[config.mk]
export PLATFORM = sky130hd
export DESIGN_NAME = hwsr_regs
export DESIGN_NICKNAME = d
export VERILOG_FILES = /design/src/hwsr_pkg.sv /design/src/hwsr_regs.sv
export SDC_FILE = /design/constraint.sdc
export NUM_CORES = 1
export LEC_CHECK = 0
export ABC_CLOCK_PERIOD_IN_PS = 1500
export BUFFER_PORTS_ARGS = -buffer_cell sky130_fd_sc_hd__buf_2
export CAP_MARGIN = 20
export CORE_MARGIN = 3
export CORE_UTILIZATION = 49
export CTS_BUF_LIST = sky130_fd_sc_hd__clkbuf_4
export DETAILED_ROUTE_END_ITERATION = 8
export MAX_ROUTING_LAYER = met4
export PLACE_DENSITY_LB_ADDON = 0.25
export SYNTH_ARGS = -nofsm -noshare
export SYNTH_HDL_FRONTEND = slang
export SYNTH_SLANG_ARGS = --single-unit
[constraint.sdc]
create_clock -name i_ref_clk -period 1.5 [get_ports i_ref_clk]
set_input_delay 0 -clock i_ref_clk [delete_from_list [all_inputs] [get_ports i_ref_clk]]
set_output_delay 0 -clock i_ref_clk [all_outputs]
set_load 0.02 [all_outputs]
[src/hwsr_pkg.sv]
// Package holding register map and constants for the secondary status and tach mode bank.
package hwsr_pkg;
  // ************************************************************
  // Register offsets
  // ************************************************************
  localparam logic [7:0] ADDR_TEST_A    = 8'h98;
  localparam logic [7:0] ADDR_TEST_B    = 8'ha3;
  localparam logic [7:0] ADDR_TEST_C    = 8'ha4;
  localparam logic [7:0] ADDR_SEC_STS1  = 8'ha5;
  localparam logic [7:0] ADDR_SEC_STS2  = 8'ha6;
  localparam logic [7:0] ADDR_SEC_STS3  = 8'ha7;
  localparam logic [7:0] ADDR_FAN_MODE  = 8'hab;
  localparam logic [7:0] ADDR_TEST_D    = 8'had;
  localparam logic [7:0] ADDR_ZONE1_TOP = 8'hae;
  localparam logic [7:0] ADDR_ZONE3_TOP = 8'haf;
  localparam logic [7:0] ADDR_ZONE2_TOP = 8'hb3;
  // ************************************************************
  // Reset values
  // ************************************************************
  localparam logic [7:0] RST_TEST_A   = 8'hf1;
  localparam logic [7:0] RST_TEST_B   = 8'h00;
  localparam logic [7:0] RST_TEST_C   = 8'h02;
  localparam logic [7:0] RST_TEST_D   = 8'h00;
  localparam logic [7:0] RST_STATUS   = 8'h00;
  localparam logic [7:0] RST_FAN_MODE = 8'h00;
  localparam logic [7:0] RST_TOP_TEMP = 8'h2d;
  // ************************************************************
  // Field layouts
  // ************************************************************
  localparam logic [7:0] STS1_SUMMARY_BIT = 8'h80;
  localparam logic [7:0] STS1_EVENT_MASK  = 8'h7f;
  localparam logic [7:0] STS2_VALID_MASK  = 8'hdd;
  localparam logic [7:0] STS3_VALID_MASK  = 8'h03;
  localparam logic [7:0] FAN_MODE_MASK    = 8'hfc;
  localparam int FAN1_MODE_POS = 6;
  localparam int FAN2_MODE_POS = 4;
  localparam int FAN3_MODE_POS = 2;
  typedef enum logic [1:0] {
    HWSR_TACH_NORMAL  = 2'b00,
    HWSR_LOCK_ACT_HI  = 2'b01,
    HWSR_LOCK_ACT_LO  = 2'b10,
    HWSR_TACH_UNDEF   = 2'b11
  } hwsr_fan_mode_t;
endpackage

[src/hwsr_regs.sv]
// Secondary status, fan sense mode, top temperature and test register bank.
`timescale 1ns/100ps
`default_nettype none
module hwsr_regs
  import hwsr_pkg::*;
(
  // Clock and reset
  input  wire logic       i_ref_clk,
  input  wire logic       i_srst,
  // Register port
  input  wire logic [7:0] i_addr,
  input  wire logic [7:0] i_wdata,
  input  wire logic       i_wr,
  input  wire logic       i_rd,
  output logic      [7:0] o_rdata,
  // Control inputs
  input  wire logic       i_lock,
  input  wire logic       i_main_power_good,
  // Live event levels in status bit layout
  input  wire logic [7:0] i_evt1,
  input  wire logic [7:0] i_evt2,
  input  wire logic [7:0] i_evt3,
  // Outputs to the fan and temperature logic
  output hwsr_fan_mode_t  o_fan1_mode,
  output hwsr_fan_mode_t  o_fan2_mode,
  output hwsr_fan_mode_t  o_fan3_mode,
  output logic      [7:0] o_zone1_top,
  output logic      [7:0] o_zone2_top,
  output logic      [7:0] o_zone3_top
);

  logic [7:0] sts1_ff;
  logic [7:0] sts2_ff;
  logic [7:0] sts3_ff;
  logic [7:0] test_a_ff;
  logic [7:0] test_b_ff;
  logic [7:0] fan_mode_ff;
  logic [7:0] top1_ff;
  logic [7:0] top2_ff;
  logic [7:0] top3_ff;
  logic       pg_ff;
  logic       pg_rise;
  logic [7:0] rdata_ff;
  logic [7:0] nxt_rdata;

  // Next status value: live events set, clears only where written one and event gone.
  function automatic logic [7:0] sts_next(input logic [7:0] cur, input logic [7:0] evt,
                                          input logic [7:0] clr, input logic [7:0] valid);
    sts_next = ((cur & ~(clr & ~evt)) | evt) & valid;
  endfunction

  // ************************************************************
  // Power good edge detect
  // ************************************************************
  always_ff @(posedge i_ref_clk) begin
    if (i_srst) begin
      pg_ff <= 1'b0;
    end else begin
      pg_ff <= i_main_power_good;
    end
  end
  assign pg_rise = i_main_power_good & ~pg_ff;

  // ************************************************************
  // Secondary status registers
  // ************************************************************
  logic [7:0] clr1;
  logic [7:0] clr2;
  logic [7:0] clr3;
  logic [7:0] ev1;
  assign clr1 = (i_wr && i_addr == ADDR_SEC_STS1) ? i_wdata : 8'h00;
  assign clr2 = (i_wr && i_addr == ADDR_SEC_STS2) ? i_wdata : 8'h00;
  assign clr3 = (i_wr && i_addr == ADDR_SEC_STS3) ? i_wdata : 8'h00;
  // Summary bit follows whether anything is latched in the second register.
  assign ev1 = (i_evt1 & STS1_EVENT_MASK) | ((|sts2_ff) ? STS1_SUMMARY_BIT : 8'h00);

  always_ff @(posedge i_ref_clk) begin
    if (i_srst || pg_rise) begin
      sts1_ff <= RST_STATUS;
      sts2_ff <= RST_STATUS;
      sts3_ff <= RST_STATUS;
    end else begin
      // Summary bit excluded from clear; set wins over clear.
      sts1_ff <= (sts_next(sts1_ff, ev1, clr1 & STS1_EVENT_MASK, STS1_EVENT_MASK)
                  | (ev1 & STS1_SUMMARY_BIT));
      sts2_ff <= sts_next(sts2_ff, i_evt2, clr2, STS2_VALID_MASK);
      sts3_ff <= sts_next(sts3_ff, i_evt3, clr3, STS3_VALID_MASK);
    end
  end
  // No interrupt output is produced from these registers.

  // ************************************************************
  // Test registers
  // ************************************************************
  always_ff @(posedge i_ref_clk) begin
    if (i_srst) begin
      test_a_ff <= RST_TEST_A;
    end else if (i_wr && i_addr == ADDR_TEST_A && !i_lock) begin
      test_a_ff <= i_wdata;
    end
  end

  always_ff @(posedge i_ref_clk) begin
    if (i_srst) begin
      test_b_ff <= RST_TEST_B;
    end else if (i_wr && i_addr == ADDR_TEST_B) begin
      test_b_ff <= i_wdata;
    end
  end

  // ************************************************************
  // Fan sense mode register
  // ************************************************************
  always_ff @(posedge i_ref_clk) begin
    if (i_srst) begin
      fan_mode_ff <= RST_FAN_MODE;
    end else if (i_wr && i_addr == ADDR_FAN_MODE) begin
      fan_mode_ff <= i_wdata & FAN_MODE_MASK;
    end
  end
  assign o_fan1_mode = hwsr_fan_mode_t'(fan_mode_ff[FAN1_MODE_POS +: 2]);
  assign o_fan2_mode = hwsr_fan_mode_t'(fan_mode_ff[FAN2_MODE_POS +: 2]);
  assign o_fan3_mode = hwsr_fan_mode_t'(fan_mode_ff[FAN3_MODE_POS +: 2]);

  // ************************************************************
  // Top temperature limits
  // ************************************************************
  always_ff @(posedge i_ref_clk) begin
    if (i_srst || pg_rise) begin
      top1_ff <= RST_TOP_TEMP;
      top2_ff <= RST_TOP_TEMP;
      top3_ff <= RST_TOP_TEMP;
    end else if (i_wr) begin
      if (i_addr == ADDR_ZONE1_TOP) begin
        top1_ff <= i_wdata;
      end
      if (i_addr == ADDR_ZONE2_TOP) begin
        top2_ff <= i_wdata;
      end
      if (i_addr == ADDR_ZONE3_TOP) begin
        top3_ff <= i_wdata;
      end
    end
  end
  // Limits are handed to the minimum temperature adjust logic outside.
  assign o_zone1_top = top1_ff;
  assign o_zone2_top = top2_ff;
  assign o_zone3_top = top3_ff;

  // ************************************************************
  // Read path
  // ************************************************************
  always_comb begin
    nxt_rdata = 8'h00;
    if (i_rd) begin
      case (i_addr)
        ADDR_TEST_A:    nxt_rdata = test_a_ff;
        ADDR_TEST_B:    nxt_rdata = test_b_ff;
        ADDR_TEST_C:    nxt_rdata = RST_TEST_C;
        ADDR_SEC_STS1:  nxt_rdata = sts1_ff;
        ADDR_SEC_STS2:  nxt_rdata = sts2_ff;
        ADDR_SEC_STS3:  nxt_rdata = sts3_ff;
        ADDR_FAN_MODE:  nxt_rdata = fan_mode_ff;
        ADDR_TEST_D:    nxt_rdata = RST_TEST_D;
        ADDR_ZONE1_TOP: nxt_rdata = top1_ff;
        ADDR_ZONE2_TOP: nxt_rdata = top2_ff;
        ADDR_ZONE3_TOP: nxt_rdata = top3_ff;
        default:        nxt_rdata = 8'h00;
      endcase
    end
  end

  always_ff @(posedge i_ref_clk) begin
    if (i_srst) begin
      rdata_ff <= 8'h00;
    end else begin
      rdata_ff <= nxt_rdata;
    end
  end
  assign o_rdata = rdata_ff;

  // ************************************************************
  // Assertions
  // ************************************************************
  a_lock_blocks_write: assert property (@(posedge i_ref_clk) disable iff (i_srst)
    (i_wr && i_addr == ADDR_TEST_A && i_lock) |=> $stable(test_a_ff))
    else $error("locked test register changed");
  a_summary_ro: assert property (@(posedge i_ref_clk) disable iff (i_srst)
    (!pg_rise && sts2_ff != 8'h00) |=> sts1_ff[7])
    else $error("summary bit lost");
  a_sts1_active_holds: assert property (@(posedge i_ref_clk) disable iff (i_srst)
    (!pg_rise && (i_evt1 & STS1_EVENT_MASK) != 8'h00)
      |=> ((sts1_ff & $past(i_evt1) & STS1_EVENT_MASK) == ($past(i_evt1) & STS1_EVENT_MASK)))
    else $error("active event bit not set");
  a_sts2_clear: assert property (@(posedge i_ref_clk) disable iff (i_srst)
    (i_wr && i_addr == ADDR_SEC_STS2 && i_wdata == 8'hff && i_evt2 == 8'h00)
      |=> sts2_ff == 8'h00)
    else $error("status 2 not cleared");
  a_pg_reset: assert property (@(posedge i_ref_clk) disable iff (i_srst)
    (pg_rise && i_evt3 == 8'h00) |=> (sts3_ff == 8'h00 && top1_ff == RST_TOP_TEMP))
    else $error("power good reload missing");
  a_sts3_reserved: assert property (@(posedge i_ref_clk) disable iff (i_srst)
    (sts3_ff & ~STS3_VALID_MASK) == 8'h00 && (sts2_ff & ~STS2_VALID_MASK) == 8'h00)
    else $error("reserved status bit set");
  a_mode_low_zero: assert property (@(posedge i_ref_clk) disable iff (i_srst)
    (i_rd && i_addr == ADDR_FAN_MODE) |=> o_rdata[1:0] == 2'b00)
    else $error("mode low bits nonzero");
  a_top_write: assert property (@(posedge i_ref_clk) disable iff (i_srst)
    (i_wr && i_addr == ADDR_ZONE2_TOP && !pg_rise) |=> top2_ff == $past(i_wdata))
    else $error("top limit write lost");
  a_test_c_fixed: assert property (@(posedge i_ref_clk) disable iff (i_srst)
    (i_rd && i_addr == ADDR_TEST_C) |=> o_rdata == RST_TEST_C)
    else $error("test register c wrong");

  // ************************************************************
  // Test register checks
  // ************************************************************

  // An unlocked write lands in the register at 98h.
  a_lock_free_write: assert property (@(posedge i_ref_clk) disable iff (i_srst)
    (i_wr && i_addr == ADDR_TEST_A && !i_lock) |=> test_a_ff == $past(i_wdata))
    else $error("unlocked test register write lost");

  // A read of the register at 98h returns what it held at the read edge.
  a_lock_read_back: assert property (@(posedge i_ref_clk) disable iff (i_srst)
    (i_rd && i_addr == ADDR_TEST_A) |=> o_rdata == $past(test_a_ff))
    else $error("test register read back wrong");

  // Without a write to 98h the register keeps its value.
  a_test_a_hold: assert property (@(posedge i_ref_clk) disable iff (i_srst)
    !(i_wr && i_addr == ADDR_TEST_A) |=> $stable(test_a_ff))
    else $error("test register changed without write");

  // The register at A3h stores whatever software writes, hazard or not.
  a_test_b_write: assert property (@(posedge i_ref_clk) disable iff (i_srst)
    (i_wr && i_addr == ADDR_TEST_B) |=> test_b_ff == $past(i_wdata))
    else $error("test register b write lost");

  // The register at ADh always reads its fixed value.
  a_test_d_fixed: assert property (@(posedge i_ref_clk) disable iff (i_srst)
    (i_rd && i_addr == ADDR_TEST_D) |=> o_rdata == RST_TEST_D)
    else $error("test register d wrong");

  // ************************************************************
  // Secondary status checks
  // ************************************************************

  // Written ones clear the first register's event bits once the events are gone.
  a_sts1_clear: assert property (@(posedge i_ref_clk) disable iff (i_srst)
    (i_wr && i_addr == ADDR_SEC_STS1 && i_wdata == 8'h7f && (i_evt1 & STS1_EVENT_MASK) == 8'h00
      && !pg_rise) |=> (sts1_ff & STS1_EVENT_MASK) == 8'h00)
    else $error("status 1 not cleared");

  // Written zeros leave every latched event bit of the first register set.
  a_sts1_zero_write: assert property (@(posedge i_ref_clk) disable iff (i_srst)
    (i_wr && i_addr == ADDR_SEC_STS1 && i_wdata == 8'h00 && !pg_rise)
      |=> ((sts1_ff & $past(sts1_ff) & STS1_EVENT_MASK) == ($past(sts1_ff) & STS1_EVENT_MASK)))
    else $error("status 1 bit lost on zero write");

  // The summary bit mirrors whether anything was latched in the second register.
  a_summary_tracks: assert property (@(posedge i_ref_clk) disable iff (i_srst)
    !pg_rise |=> sts1_ff[7] == ($past(sts2_ff) != 8'h00))
    else $error("summary bit does not track status 2");

  // The summary bit drops once the second register is empty.
  a_summary_clear: assert property (@(posedge i_ref_clk) disable iff (i_srst)
    (!pg_rise && sts2_ff == 8'h00) |=> !sts1_ff[7])
    else $error("summary bit stuck");

  // Writing one to the summary bit cannot clear it.
  a_summary_write_one: assert property (@(posedge i_ref_clk) disable iff (i_srst)
    (i_wr && i_addr == ADDR_SEC_STS1 && i_wdata[7] && !pg_rise && sts2_ff != 8'h00)
      |=> sts1_ff[7])
    else $error("summary bit cleared by write");

  // A live event in the second register keeps its bit set.
  a_sts2_active_holds: assert property (@(posedge i_ref_clk) disable iff (i_srst)
    (!pg_rise && (i_evt2 & STS2_VALID_MASK) != 8'h00)
      |=> ((sts2_ff & $past(i_evt2) & STS2_VALID_MASK) == ($past(i_evt2) & STS2_VALID_MASK)))
    else $error("active status 2 bit not set");

  // A live event in the third register keeps its bit set.
  a_sts3_active_holds: assert property (@(posedge i_ref_clk) disable iff (i_srst)
    (!pg_rise && (i_evt3 & STS3_VALID_MASK) != 8'h00)
      |=> ((sts3_ff & $past(i_evt3) & STS3_VALID_MASK) == ($past(i_evt3) & STS3_VALID_MASK)))
    else $error("active status 3 bit not set");

  // Written ones clear the third register once its events are gone.
  a_sts3_clear: assert property (@(posedge i_ref_clk) disable iff (i_srst)
    (i_wr && i_addr == ADDR_SEC_STS3 && i_wdata == 8'hff && i_evt3 == 8'h00)
      |=> sts3_ff == 8'h00)
    else $error("status 3 not cleared");

  // Written zeros leave every latched bit of the second register set.
  a_sts2_zero_write: assert property (@(posedge i_ref_clk) disable iff (i_srst)
    (i_wr && i_addr == ADDR_SEC_STS2 && i_wdata == 8'h00 && !pg_rise)
      |=> ((sts2_ff & $past(sts2_ff)) == $past(sts2_ff)))
    else $error("status 2 bit lost on zero write");

  // The fan 1 speed event lands at bit 2 of the second register.
  a_fan1_event_bit: assert property (@(posedge i_ref_clk) disable iff (i_srst)
    (!pg_rise && i_evt2[2]) |=> sts2_ff[2])
    else $error("fan 1 speed event not latched");

  // Both diode faults land in the top two bits of the second register.
  a_diode_fault_bits: assert property (@(posedge i_ref_clk) disable iff (i_srst)
    (!pg_rise && i_evt2[7:6] == 2'b11) |=> sts2_ff[7:6] == 2'b11)
    else $error("diode fault not latched");

  // The battery event lands at bit 1 of the third register.
  a_battery_bit: assert property (@(posedge i_ref_clk) disable iff (i_srst)
    (!pg_rise && i_evt3[1]) |=> sts3_ff[1])
    else $error("battery event not latched");

  // Reserved bits of the second register stay zero after a write.
  a_sts2_reserved_write: assert property (@(posedge i_ref_clk) disable iff (i_srst)
    (i_wr && i_addr == ADDR_SEC_STS2) |=> (sts2_ff & ~STS2_VALID_MASK) == 8'h00)
    else $error("reserved status 2 bit set by write");

  // A power good edge empties all three status registers.
  a_pg_sts_reload: assert property (@(posedge i_ref_clk) disable iff (i_srst)
    pg_rise |=> (sts1_ff == RST_STATUS && sts2_ff == RST_STATUS && sts3_ff == RST_STATUS))
    else $error("status not reloaded on power good");

  // ************************************************************
  // Fan sense mode checks
  // ************************************************************

  // The three mode fields store the written upper six bits.
  a_mode_store: assert property (@(posedge i_ref_clk) disable iff (i_srst)
    (i_wr && i_addr == ADDR_FAN_MODE) |=> fan_mode_ff[7:2] == $past(i_wdata[7:2]))
    else $error("mode fields not stored");

  // Fan 1 mode output follows the top field as written.
  a_mode_fan1_out: assert property (@(posedge i_ref_clk) disable iff (i_srst)
    (i_wr && i_addr == ADDR_FAN_MODE) |=> o_fan1_mode == hwsr_fan_mode_t'($past(i_wdata[7:6])))
    else $error("fan 1 mode output wrong");

  // Fan 3 mode output follows the lowest field as written.
  a_mode_fan3_out: assert property (@(posedge i_ref_clk) disable iff (i_srst)
    (i_wr && i_addr == ADDR_FAN_MODE) |=> o_fan3_mode == hwsr_fan_mode_t'($past(i_wdata[3:2])))
    else $error("fan 3 mode output wrong");

  // The two reserved mode bits are never stored.
  a_mode_low_store: assert property (@(posedge i_ref_clk) disable iff (i_srst)
    fan_mode_ff[1:0] == 2'b00)
    else $error("reserved mode bits stored");

  // ************************************************************
  // Top temperature checks
  // ************************************************************

  // Zone 1 limit takes a written value.
  a_top_write_z1: assert property (@(posedge i_ref_clk) disable iff (i_srst)
    (i_wr && i_addr == ADDR_ZONE1_TOP && !pg_rise) |=> top1_ff == $past(i_wdata))
    else $error("zone 1 limit write lost");

  // Zone 3 limit takes a written value.
  a_top_write_z3: assert property (@(posedge i_ref_clk) disable iff (i_srst)
    (i_wr && i_addr == ADDR_ZONE3_TOP && !pg_rise) |=> top3_ff == $past(i_wdata))
    else $error("zone 3 limit write lost");

  // A power good edge reloads all three limits.
  a_pg_top_reload: assert property (@(posedge i_ref_clk) disable iff (i_srst)
    pg_rise |=> (top1_ff == RST_TOP_TEMP && top2_ff == RST_TOP_TEMP && top3_ff == RST_TOP_TEMP))
    else $error("limits not reloaded on power good");

  // The adjust logic outside sees a written limit at once.
  a_limit_outputs: assert property (@(posedge i_ref_clk) disable iff (i_srst)
    (i_wr && i_addr == ADDR_ZONE3_TOP && !pg_rise) |=> o_zone3_top == $past(i_wdata))
    else $error("zone 3 limit output wrong");

endmodule
`default_nettype wire

=== Yosys cells after proc, flatten, opt, wreduce, memory -nomap -nowiden ===
Index checks and enable logic that the tools add are counted.

* Register bits after elaboration: 73
* Input port bits: 46
* Output and inout bits: 38
* Logic and storage cells: 61

* Equal/unequal tests: 10
* Mux-type cells: 5
* Bitwise gates (word level): 20
* Reduce and logical (&&, ||, !) cells: 14

{| class="wikitable"
|+ Operator list
! kind !! count
|-
| == test 8 bit (second input constant) || 10
|-
| one-hot mux 8 bit (10 select lines) || 1
|-
| bitwise AND 8 bit || 2
|-
| two-way mux 8 bit || 2
|-
| NOT 8 bit || 2
|-
| bitwise OR 7 x 8 -> 8 bit || 2
|-
| bitwise AND 7 bit || 2
|-
| NOT 7 bit || 2
|-
| bitwise OR 8 bit || 1
|-
| OR reduction 8 bit || 1
|-
| logical AND 1 bit || 7
|-
| two-way mux 7 bit || 1
|-
| bitwise OR 7 bit || 1
|-
| AND reduction 2 bit || 3
|-
| bitwise AND 2 bit || 2
|-
| NOT 2 bit || 2
|-
| two-way mux 2 bit || 1
|-
| NOT 1 bit || 2
|-
| bitwise OR 2 bit || 1
|-
| OR reduction 2 bit || 1
|-
| bitwise AND 1 bit || 1
|-
| zero test 1 bit || 1
|-
| logical OR 1 bit || 1
|}

=== Logic depth before layout (Yosys ltp) ===
Gate-level depths: netlist of the first run.

* Word-level depth: 9
* Mapped depth: 6
* Mapped depth without buffers: 4

=== Worst setup path before layout of the first run ===
No wires, ideal clock.

* Path type: input-to-reg
* Start point: input i_addr[3]
* End point: register test_a_ff[5]
* Setup time: 120 ps
* Arrival time: 1,394 ps
* Data required time: 1,380 ps
* Setup slack: -13 ps
* Stages on the path: 6
* Path buffers: 2
* Path through: buf_4 -> or4b_4 -> nor4_4 -> buf_6 -> nor2b_1 -> a211o_1

* Longest elaborated chain between the ends: 3

{| class="wikitable"
|+ RTL lines
! element !! line !! text
|-
| start: declaration || hwsr_regs.sv:11 || <nowiki>input wire logic [7:0] i_addr,</nowiki>
|-
| == test 8 bit || hwsr_regs.sv:98 || <nowiki>end else if (i_wr && i_addr == ADDR_TEST_A && !i_lock) begin</nowiki>
|-
| logical AND 1 bit (2 in series) || hwsr_regs.sv:98 ||
|-
| end signal: assignment || hwsr_regs.sv:99 || <nowiki>test_a_ff <= i_wdata;</nowiki>
|-
| end: declaration || hwsr_regs.sv:35 || <nowiki>logic [7:0] test_a_ff;</nowiki>
|}

No other way between the ends.
A chain may end at the register's enable or synchronous reset.

=== Worst setup path after layout of the first run ===
* Start point: register top2_ff[6], in the netlist o_zone2_top[6]
* End point: register rdata_ff[6], in the netlist o_rdata[6]

* Longest elaborated chain between the ends: 1

{| class="wikitable"
|+ RTL lines
! element !! line !! text
|-
| start: declaration || hwsr_regs.sv:39 || <nowiki>logic [7:0] top2_ff;</nowiki>
|-
| start signal: assignment || hwsr_regs.sv:138 || <nowiki>top2_ff <= i_wdata;</nowiki>
|-
| one-hot mux 8 bit (10 select lines) || hwsr_regs.sv:156 || <nowiki>case (i_addr)</nowiki>
|-
| end signal: assignment || hwsr_regs.sv:177 || <nowiki>rdata_ff <= nxt_rdata;</nowiki>
|-
| end: declaration || hwsr_regs.sv:43 || <nowiki>logic [7:0] rdata_ff;</nowiki>
|}

No other way between the ends.

==> flow_metrics.tcl, run 1 <==
set metrics [dict create \
    grt_pass1_wl_mm 14.8 \
    skew_ns 0.00687 \
    endpoint_kind "flip-flop" \
    diodes 0 \
    r2r-start "o_zone2_top[6]$_SDFFE_PP0P_" \
    synth_xor_area_frac 0 \
    min_path_type "input port to flip-flop" \
    ir_drop_mv 0.539 \
    grt_pass1_vias 3007 \
    slew_viol_final 0 \
    final_cell_area_um2 4260 \
    crit_required_ns 1.83 \
    final-setup-viol-count 0 \
    finalCritPeriodShare 0.802 \
    reg2reg_depth 4 \
    pwr_density_cell_nw_per_um2 792 \
    grt_max_degree 23 \
    async_flop_share 0 \
    synthAdderAreaFrac 0 \
    whs_ns 0.0886 \
    syn_avg_cell_area_um2 9.72 \
    cts-root-buf "clkbuf_4" \
    cts_setup_buffers 0 \
    final_hold_viol_count 0 \
    met2_usage 0.414 \
    cts_tree "built" \
    io_buffers 74 \
    clock_sinks 71 \
    io_pins 84 \
    fmax_ghz 0.831 \
    syn_inst 333 \
    yosys.cell_types.count 47 \
    rsz0062_at_grt "false" \
    initial_core_util 0.525 \
    busiest_layer "met2" \
    hpwl_mm 6.45 \
    r2r_end "o_rdata[6]$_SDFF_PP0_" \
    clk_pin_slew_ns 0.11 \
    overflow 0 \
    drive_gt1_frac 0.281 \
    period_needed_ns 1.20 \
    arrival_ns 1.54 \
    synth_ff_type "dfxtp_1" \
    syn_nets 379 \
    slew_headroom 0.702 \
    synth_compound_area_frac 0.185 \
    drt_iter0_drc 185 \
    postRouteAntennaNets 0 \
    synth_mux_area_frac 0.152 \
    numCtsBuffers 9 \
    yosysWarnings 0 \
    cp-start-kind "flip-flop" \
    dpl_cell_area_um2 3880 \
    synth-simple-area-share 0.189 \
    p_leak_nw 1.82 \
    fin_setup_tns_ns 0 \
    final_nets 497 \
    met1_usage 0.320 \
    grt_use_met3 0.0426 \
    crit_fanout 3 \
    outcome "completed" \
    num_rows 28 \
    stdcell_count 531 \
    worstHoldPathCells 3 \
    drc 0 \
    synth_top_family_by_area "simple AND/OR/NAND/NOR gates" \
    ys_seq_elements 71 \
    track_usage 0.256 \
    drt_first_pass_iters 5 \
    drt-wirelength-per-cell_um 17.2 \
    die_w_um 87.3 \
    min_from "i_rd" \
    wl_mm 9.16 \
    vias 3044 \
    synth_seq_area_share 0.439 \
    area_growth_pct 31.4 \
    clk_path_buf_depth 2 \
    hold_end "o_rdata[4]$_SDFF_PP0_" \
    maxCapViolCount 0 \
    dp.cells 489 \
    dieHeight_um 87.3 \
    totalPowerFinal_mw 3.37 \
    worst_pin_slew_ns 0.448 \
    core_area_um2 6170 \
    synth_edf_count 0 \
    htree_levels 3 \
    die_area_um2 7620 \
    synth_area_um2 3240 \
    clk_latency_ns 0.41 \
    viasPerCell 5.73 \
    place_congestion 0.885 \
    ff2ff_setup_slack_ns 0.30 \
    antenna_found_initial 0 \
    critical_path_class "flip-flop to flip-flop" \
]
[metal layers]
layer | routed length, um | part of all wire
met1 | 3990 | 0.44
met2 | 4520 | 0.49
met3 | 467 | 0.051
met4 | 187 | 0.020
met5 | 0 | 0
[where the power goes]
part	switching [mW]	internal (mW)
combinational	0.204	0.187
clock	0.659	0.389
sequential	0.0175	1.92
total	0.880	2.49
[repair_timing]
action | CTS | global route
hold endpoints to repair | 62 | 0
gates resized for setup | 0 | 0
hold buffers | 26 | 0
[synth_stat cells (5+ instances only)]
library cell	instances	area (um^2)
nor2_1	27	101
a22o_1	6	52.6
a22oi_1	9	67.6
a21oi_1	10	50.1
a211o_1	5	43.8
mux2i_1	48	480
inv_1	5	18.8
nand2b_1	5	31.3
o22ai_1	6	37.5
o21a_1	14	105
nand3_1	14	70.1
a21boi_0	14	105
dfxtp_1	71	1420
nand2_1	21	78.8
a211oi_1	7	52.6
buf_2	5	25.0
nor2b_1	9	56.3
clkbuf_1	12	45.0
[flip-flops by register name (all words and copies together) (netlist names)]
| register | count |
|---|---|
| test_a_ff | 8 |
| fan_mode_ff | 6 |
| o_rdata | 8 |
| sts1_ff | 8 |
| pg_ff | 1 |
| sts2_ff | 6 |
| test_b_ff | 8 |
| o_zone1_top | 8 |
| sts3_ff | 2 |
| o_zone2_top | 8 |
| o_zone3_top | 8 |
[critical path: stages, from the launching register on]
cell and delay, ns:
dfxtp_1 0.40, mux2i_1 0.10, nor4_1 0.30, a221oi_1 0.10, a211oi_1 0.23
[metrics by stage]
stage / util / setup slack [ns]
after floorplan: - / 0.0165
after global placement: 0.630 / -0.0329
after detailed placement: 0.630 / -0.0541
after CTS: 0.690 / 0.339
after global routing: 0.690 / 0.238
final: 0.690 / 0.297
[cell families (layout without fill, tap and decap cells)]
| group | after synthesis | count (layout) |
|---|---|---|
| and+or+nand+nor | 105 | 105 |
| DFF | 71 | 71 |
| buffers and inverters | 26 | 149 |
| AOI/OAI and AO/OA | 82 | 82 |
| muxes | 49 | 49 |
[how the worst max path moves through the flow]
stage	from	end	cells past startpoint	slack, ns
2_1_floorplan	i_addr[3]	test_a_ff[5]$_SDFFE_PP1P_	6	0.02
3_3_place_gp	i_addr[1]	o_rdata[7]$_SDFF_PP0_	7	-0.03
3_5_place_dp	i_addr[1]	test_a_ff[7]$_SDFFE_PP1P_	6	-0.05
4_1_cts	pg_ff$_SDFF_PP0_	o_zone2_top[5]$_SDFFE_PP1P_	4	0.34
5_1_grt	test_b_ff[0]$_SDFFE_PP0P_	o_rdata[0]$_SDFF_PP0_	3	0.24
6_report	o_zone2_top[6]$_SDFFE_PP0P_	o_rdata[6]$_SDFF_PP0_	4	0.30
[area by class of cell]
| cell class | instances | area (um^2) |
|---|---|---|
| Clock buffer | 12 | 90.1 |
| Timing Repair Buffer | 128 | 903 |
| Fill cell | 524 | 1910 |
| Sequential cell | 71 | 1420 |
| Multi-Input combinational cell | 236 | 1710 |
| Clock inverter | 4 | 22.5 |
| Inverter | 5 | 18.8 |
| Tap cell | 75 | 93.8 |
[cells in the final DEF, fill, tap and decap left out, types with 12 or more instances in the layout]
cell,Yosys,final
nor2_1,27,27
buf_2,5,74
dfxtp_1,71,71
buf_4,1,23
nand3_1,14,14
clkbuf_4,0,12
o21a_1,14,14
mux2i_1,48,48
a21boi_0,14,14
dlygate4sd3_1,0,26
nand2_1,21,21
(Power assumes the default switching activity.)
==> run 2: changes to the inputs <==
ABC_AREA = 1   (was not set)
ABC_CLOCK_PERIOD_IN_PS = 1200   (was 1500)
CORE_UTILIZATION = 55   (was 49)
clock period = 1.2 ns   (was 1.5 ns; I/O delays follow)
==> run 2 against run 1 <==
Die area fell by 7.9%. First-iteration DRC count rose by 50%. Cell area shrank 0.85%. Sequential cell count unchanged. Routed wire length is 6.7% higher. Utilization is 5.3 points higher. Combinational power grew 16%. Clock power increased by 36%. Fmax is 3.3% higher. Critical endpoint is now o_zone2_top[3]$_SDFFE_PP1P_. Largest cell class unchanged.
==> flow_metrics.tcl, run 2 <==
set metrics [dict create \
    outcome "completed" \
    utilization 0.743 \
    postRouteAntennaNets 0 \
    vias 3465 \
    core_area_um2 5680 \
    wl_mm 9.77 \
    drt_iter0_drc 278 \
    synth_seq_area_share 0.427 \
    htree_levels 3 \
    fmax_ghz 0.859 \
    min_path_type "input port to flip-flop" \
    min_from "i_rd" \
    critical_path_class "flip-flop to flip-flop" \
    drive_gt1_frac 0.223 \
    antenna_found_initial 0 \
    cts_setup_buffers 0 \
    ir_drop_mv 0.869 \
    viasPerCell 5.30 \
    slew_viol_final 0 \
    power_frac_seq 0.562 \
    top_layer_used "met4" \
    clk_latency_ns 0.41 \
    yosys.cell_types.count 23 \
    cp-start-kind "flip-flop" \
    crit_path_cell_trace "o21ai_4 -> clkinvlp_2 -> nand3_1" \
    switchingPower_mw 1.13 \
    io_buffers 74 \
    endpoint_kind "flip-flop" \
    m1WireLength_mm 4.12 \
    met2WireLength_mm 4.78 \
    final_cell_area_um2 4220 \
    die_area_um2 7020 \
    diodes 0 \
    swShare 0.263 \
    clk_pin_slew_ns 0.11 \
    synth_compound_area_frac 0.104 \
    synth_xor_area_frac 0 \
    p_int_mw 3.18 \
    drc 0 \
    initial_core_util 0.586 \
    worstHoldPathCells 3 \
    synthAdderAreaFrac 0 \
    dr_wl_met3_um 633 \
    io_pins 84 \
    final_hold_viol_count 0 \
    async_flop_share 0 \
    synthMostInstantiatedCell "nand2_1" \
    period_needed_ns 1.16 \
    slew_headroom 0.744 \
    final_cell_mix "135 x nand2_1, 81 x nand3_1, 74 x buf_2, 71 x dfxtp_1, 49 x a21oi_1" \
    ff2ff_setup_slack_ns 0.04 \
    pwr_density_cell_nw_per_um2 1020 \
    crit_fanout 6 \
    p_clk_frac 0.332 \
    synth_area_leader_cell "dfxtp_1" \
    dpl_cell_area_um2 3820 \
    drt-wirelength-per-cell_um 14.9 \
    track_usage 0.288 \
    synth_area_um2 3330 \
    cts-root-buf "clkbuf_4" \
    skew_ns 0.00718 \
    slowest_delay_ns 0.34 \
    reg2reg_depth 3 \
    synth_top_family_by_area "simple AND/OR/NAND/NOR gates" \
    combPwrFrac 0.105 \
    arrival_ns 1.52 \
    grt_pass1_vias 3336 \
    overflow 0 \
    num-fill-cells 458 \
    syn_avg_cell_area_um2 7.14 \
    synth_mux_area_frac 0 \
    place_congestion 0.905 \
    syn_nets 512 \
    clock_sinks 71 \
    synth_common_cells "135 x nand2_1, 81 x nand3_1, 71 x dfxtp_1" \
    yosysWarnings 0 \
    drt_first_pass_iters 5 \
    grt_max_degree 17 \
    area_growth_pct 26.8 \
    final-setup-viol-count 0 \
    synth_top_cell_area_share 0.427 \
    dieHeight_um 83.8 \
    r2r-start "pg_ff$_SDFF_PP0_" \
    crit_required_ns 1.55 \
    final_common_cell "nand2_1" \
    ys_seq_elements 71 \
    worst_pin_slew_ns 0.383 \
    cts_tree "built" \
    numCtsBuffers 9 \
    syn_inst 466 \
    synth_ff_type "dfxtp_1" \
    fin_setup_tns_ns 0 \
    synth_area_leaders "dfxtp_1 43%, nand2_1 15%, nand3_1 12%" \
    grt_pass1_wl_mm 15.8 \
    synth_edf_count 0 \
    p_leak_nw 1.99 \
    synth-simple-area-share 0.380 \
    finalCritPeriodShare 0.970 \
    rsz0062_at_grt "false" \
    critical_path.slowest_cell "dfxtp_1" \
    r2r_end "o_zone2_top[3]$_SDFFE_PP1P_" \
    clk_path_buf_depth 2 \
    hold_end "o_rdata[3]$_SDFF_PP0_" \
    hpwl_mm 6.86 \
    die_w_um 83.8 \
    final_nets 624 \
    maxCapViolCount 0 \
    num_rows 27 \
]
run 2: critical path, delay by kind of cell (launching register included):
family,cells,cell delay (ns)
flip-flops,1,0.34
buffers and inverters,1,0.33
AO/OA/AOI/OAI,1,0.26
AND/OR/NAND/NOR,1,0.18
run 2: logic make-up after synthesis:
logic type,after synthesis
AO/OA/AOI/OAI,67
buffers and inverters,66
flip-flops,71
AND/OR/NAND/NOR,262
run 2: power groups by stage:
stage                     Combinational [mW]  Clock (mW)  Sequential [mW]
final                                  0.454        1.43             2.42
after global placement                 0.364           0             2.47
after CTS                              0.438        1.43             2.42
after floorplan                        0.200           0             2.47
after detailed placement               0.372           0             2.47
after global routing                   0.490        1.56             2.43
run 2: metrics by stage:
stage | setup slack [ns] | power, mW | cells | hold slack, ns
2_1_floorplan | 0.150 | 2.67 | 466 | 0.0724
3_3_place_gp | 0.00487 | 2.84 | 612 | 0.227
3_5_place_dp | -0.0832 | 2.85 | 612 | 0.232
4_1_cts | 0.0322 | 4.29 | 653 | 0.0220
5_1_grt | 0.0270 | 4.47 | 654 | 0.0159
6_report | 0.0354 | 4.31 | 654 | 0.0376
run 2: how the worst max path moves through the flow:
stage | cells after the start | slack (ns) | start | end
floorplan | 3 | 0.15 | pg_ff$_SDFF_PP0_ | o_zone1_top[1]$_SDFFE_PP0P_
global placement | 7 | 0.005 | i_addr[4] | fan_mode_ff[2]$_SDFFE_PP0P_
detailed placement | 7 | -0.08 | i_addr[4] | fan_mode_ff[3]$_SDFFE_PP0P_
CTS | 6 | 0.03 | i_srst | o_zone1_top[3]$_SDFFE_PP1P_
global route | 6 | 0.03 | i_srst | o_zone2_top[3]$_SDFFE_PP1P_
finish | 3 | 0.04 | pg_ff$_SDFF_PP0_ | o_zone2_top[3]$_SDFFE_PP1P_
run 2: area by class of cell:
type,count,area [um^2],share of cell area
Sequential cell,71,1420,0.337
Timing Repair inverter,1,5.00,0.00119
Tap cell,72,90.1,0.0214
Clock buffer,9,67.6,0.0160
Multi-Input combinational cell,329,1620,0.383
Inverter,50,201,0.0477
Clock inverter,6,52.6,0.0125
Timing Repair Buffer,116,763,0.181
run 2: repair_timing:
| item | CTS | global route |
|---|---|---|
| gates resized for setup | 0 | 2 |
| hold endpoints to repair | 53 | 0 |
| hold buffers | 26 | 0 |
| setup endpoints to repair | 0 | 13 |
run 2: routing by layer:
metal / up-vias / GRT usage
met4: 0 / 0.113
li1: 1737 / -
met2: 139 / 0.479
met3: 27 / 0.0622
met5: - / -
met1: 1562 / 0.341
==> run 3: changes to the inputs <==
ABC_CLOCK_PERIOD_IN_PS = 1400   (was 1200)
clock period = 1.4 ns   (was 1.2 ns; I/O delays follow)
==> run 3 against run 2 <==
Count of clock-buffer cells in the layout rose by 2. Hold slack gained 0.00099 ns. First-iteration DRC count grew 40%. Total power shrank 8.7%. Global-route usage up 0.41 points. Critical path depth increased by 3. Clock power rose by 3%. Non-clock buffer count shrank 3. Setup slack improved by 0.038 ns. Register-to-register slack improved by 0.24 ns. Sequential power shrank 14%. Clock skew increased by 0.0066 ns. Largest cell class unchanged.
==> flow_metrics.tcl, run 3 (synthesized netlist as in run 2, its figures left out) <==
set metrics [dict create \
    maxCapViolCount 0 \
    drc 0 \
    cts_setup_buffers 0 \
    critical_path_class "input port to flip-flop" \
    rsz0062_at_grt "false" \
    clk_pin_slew_ns 0.11 \
    cts-root-buf "clkbuf_4" \
    cts_tree "built" \
    io_buffers 74 \
    hold_end "o_rdata[1]$_SDFF_PP0_" \
    min_path_type "input port to flip-flop" \
    worst_pin_slew_ns 0.475 \
    diodes 0 \
    num_rows 27 \
    drt-wirelength-per-cell_um 15.0 \
    crit_path_cell_trace "dlygate4sd3_1 -> buf_2 -> nor3_4 -> nand2_1 -> dlygate4sd3_1 -> nand3_1" \
    pwr_density_cell_nw_per_um2 933 \
    area_growth_pct 26.6 \
    fmax_ghz 0.754 \
    clk_path_buf_depth 2 \
    crit_required_ns 1.76 \
    final-setup-viol-count 0 \
    htree_levels 3 \
    cp-start-kind "input port" \
    skew_ns 0.0138 \
    reg2reg_depth 4 \
    grt_pass1_wl_mm 15.8 \
    critical_path.slowest_cell "dlygate4sd3_1" \
    crit_fanout 5 \
    final_nets 620 \
    antenna_found_initial 0 \
    endpoint_kind "flip-flop" \
    arrival_ns 1.69 \
    die_area_um2 7020 \
    final_cell_mix "135 x nand2_1, 81 x nand3_1, 74 x buf_2, 71 x dfxtp_1, 49 x a21oi_1" \
    io_pins 84 \
    final_cell_area_um2 4210 \
    fin_ws_ns 0.0739 \
    crit_path_frequent_cell "dlygate4sd3_1" \
    clock_sinks 71 \
    ir_drop_mv 0.697 \
    track_usage 0.293 \
    overflow 0 \
    slew_viol_final 0 \
    final_common_cell "nand2_1" \
    vias 3482 \
    wl_mm 9.76 \
    slew_headroom 0.683 \
    r2r-start "pg_ff$_SDFF_PP0_" \
    grt_pass1_vias 3300 \
    outcome "completed" \
    drt_first_pass_iters 5 \
    dp_slack_ns 0.0470 \
    clk_latency_ns 0.42 \
    numCtsBuffers 9 \
    finalCritPeriodShare 0.947 \
    core_area_um2 5680 \
    worstHoldPathCells 3 \
    r2r_end "sts1_ff[7]$_SDFF_PP0_" \
    dieHeight_um 83.8 \
    place_congestion 0.924 \
    die_w_um 83.8 \
    min_from "i_rd" \
    hpwl_mm 6.65 \
    p_leak_nw 1.99 \
    final_hold_viol_count 0 \
    fin_setup_tns_ns 0 \
    ff2ff_setup_slack_ns 0.28 \
    utilization 0.742 \
    viasPerCell 5.35 \
    whs_ns 0.0386 \
    drive_gt1_frac 0.216 \
    slowest_delay_ns 0.58 \
    grt_max_degree 21 \
    dpl_cell_area_um2 3780 \
    drt_iter0_drc 389 \
    period_needed_ns 1.33 \
    initial_core_util 0.586 \
    postRouteAntennaNets 0 \
]
## run 3: area by class of cell
cell class | instances | area, um^2
inverters | 50 | 198
fillers | 449 | 1460
clock buffers | 11 | 82.6
flip-flops and latches | 71 | 1420
multi-input cells | 329 | 1620
well taps | 72 | 90.1
repair buffers | 113 | 731
clock inverters | 5 | 72.6
## run 3: repair_timing
action                                  4_1_cts  5_1_grt
hold buffers                                 27        0
endpoints found under the hold margin        53        0
endpoints found under the setup margin        0        1
gates resized for setup                       0        1
## run 3: power by group
part           internal (mW)  switching, mW
clock                  0.752          0.726
sequential              2.05         0.0211
combinational          0.148          0.230
total                   2.95          0.978
## run 3: how the worst max path moves through the flow
| stage | endpoint | startpoint | slack [ns] | depth (start not counted) |
|---|---|---|---|---|
| detailed placement | fan_mode_ff[3]$_SDFFE_PP0P_ | i_addr[6] | 0.05 | 7 |
| floorplan | o_zone1_top[1]$_SDFFE_PP0P_ | pg_ff$_SDFF_PP0_ | 0.35 | 3 |
| CTS | test_a_ff[0]$_SDFFE_PP1P_ | i_lock | 0.11 | 6 |
| global route | test_a_ff[0]$_SDFFE_PP1P_ | i_lock | 0.05 | 6 |
| global placement | fan_mode_ff[2]$_SDFFE_PP0P_ | i_addr[4] | 0.13 | 7 |
| finish | test_a_ff[0]$_SDFFE_PP1P_ | i_lock | 0.07 | 6 |
## run 3: through the flow
step / instances / power, mW
floorplan: 466 / 2.29
global placement: 608 / 2.42
detailed placement: 608 / 2.43
CTS: 651 / 3.92
global route: 651 / 4.05
finish: 651 / 3.93
## run 3: worst max-delay path, delay by kind of cell
kind                   cells  cell delay, ns
buffers and inverters      3            1.26
AND/OR/NAND/NOR            3            0.42
## run 3: routing by layer
metal	global-route usage	wire length, um
met1	0.356	3990
met2	0.487	4820
met3	0.0444	700
met4	0.115	255
met5	-	0
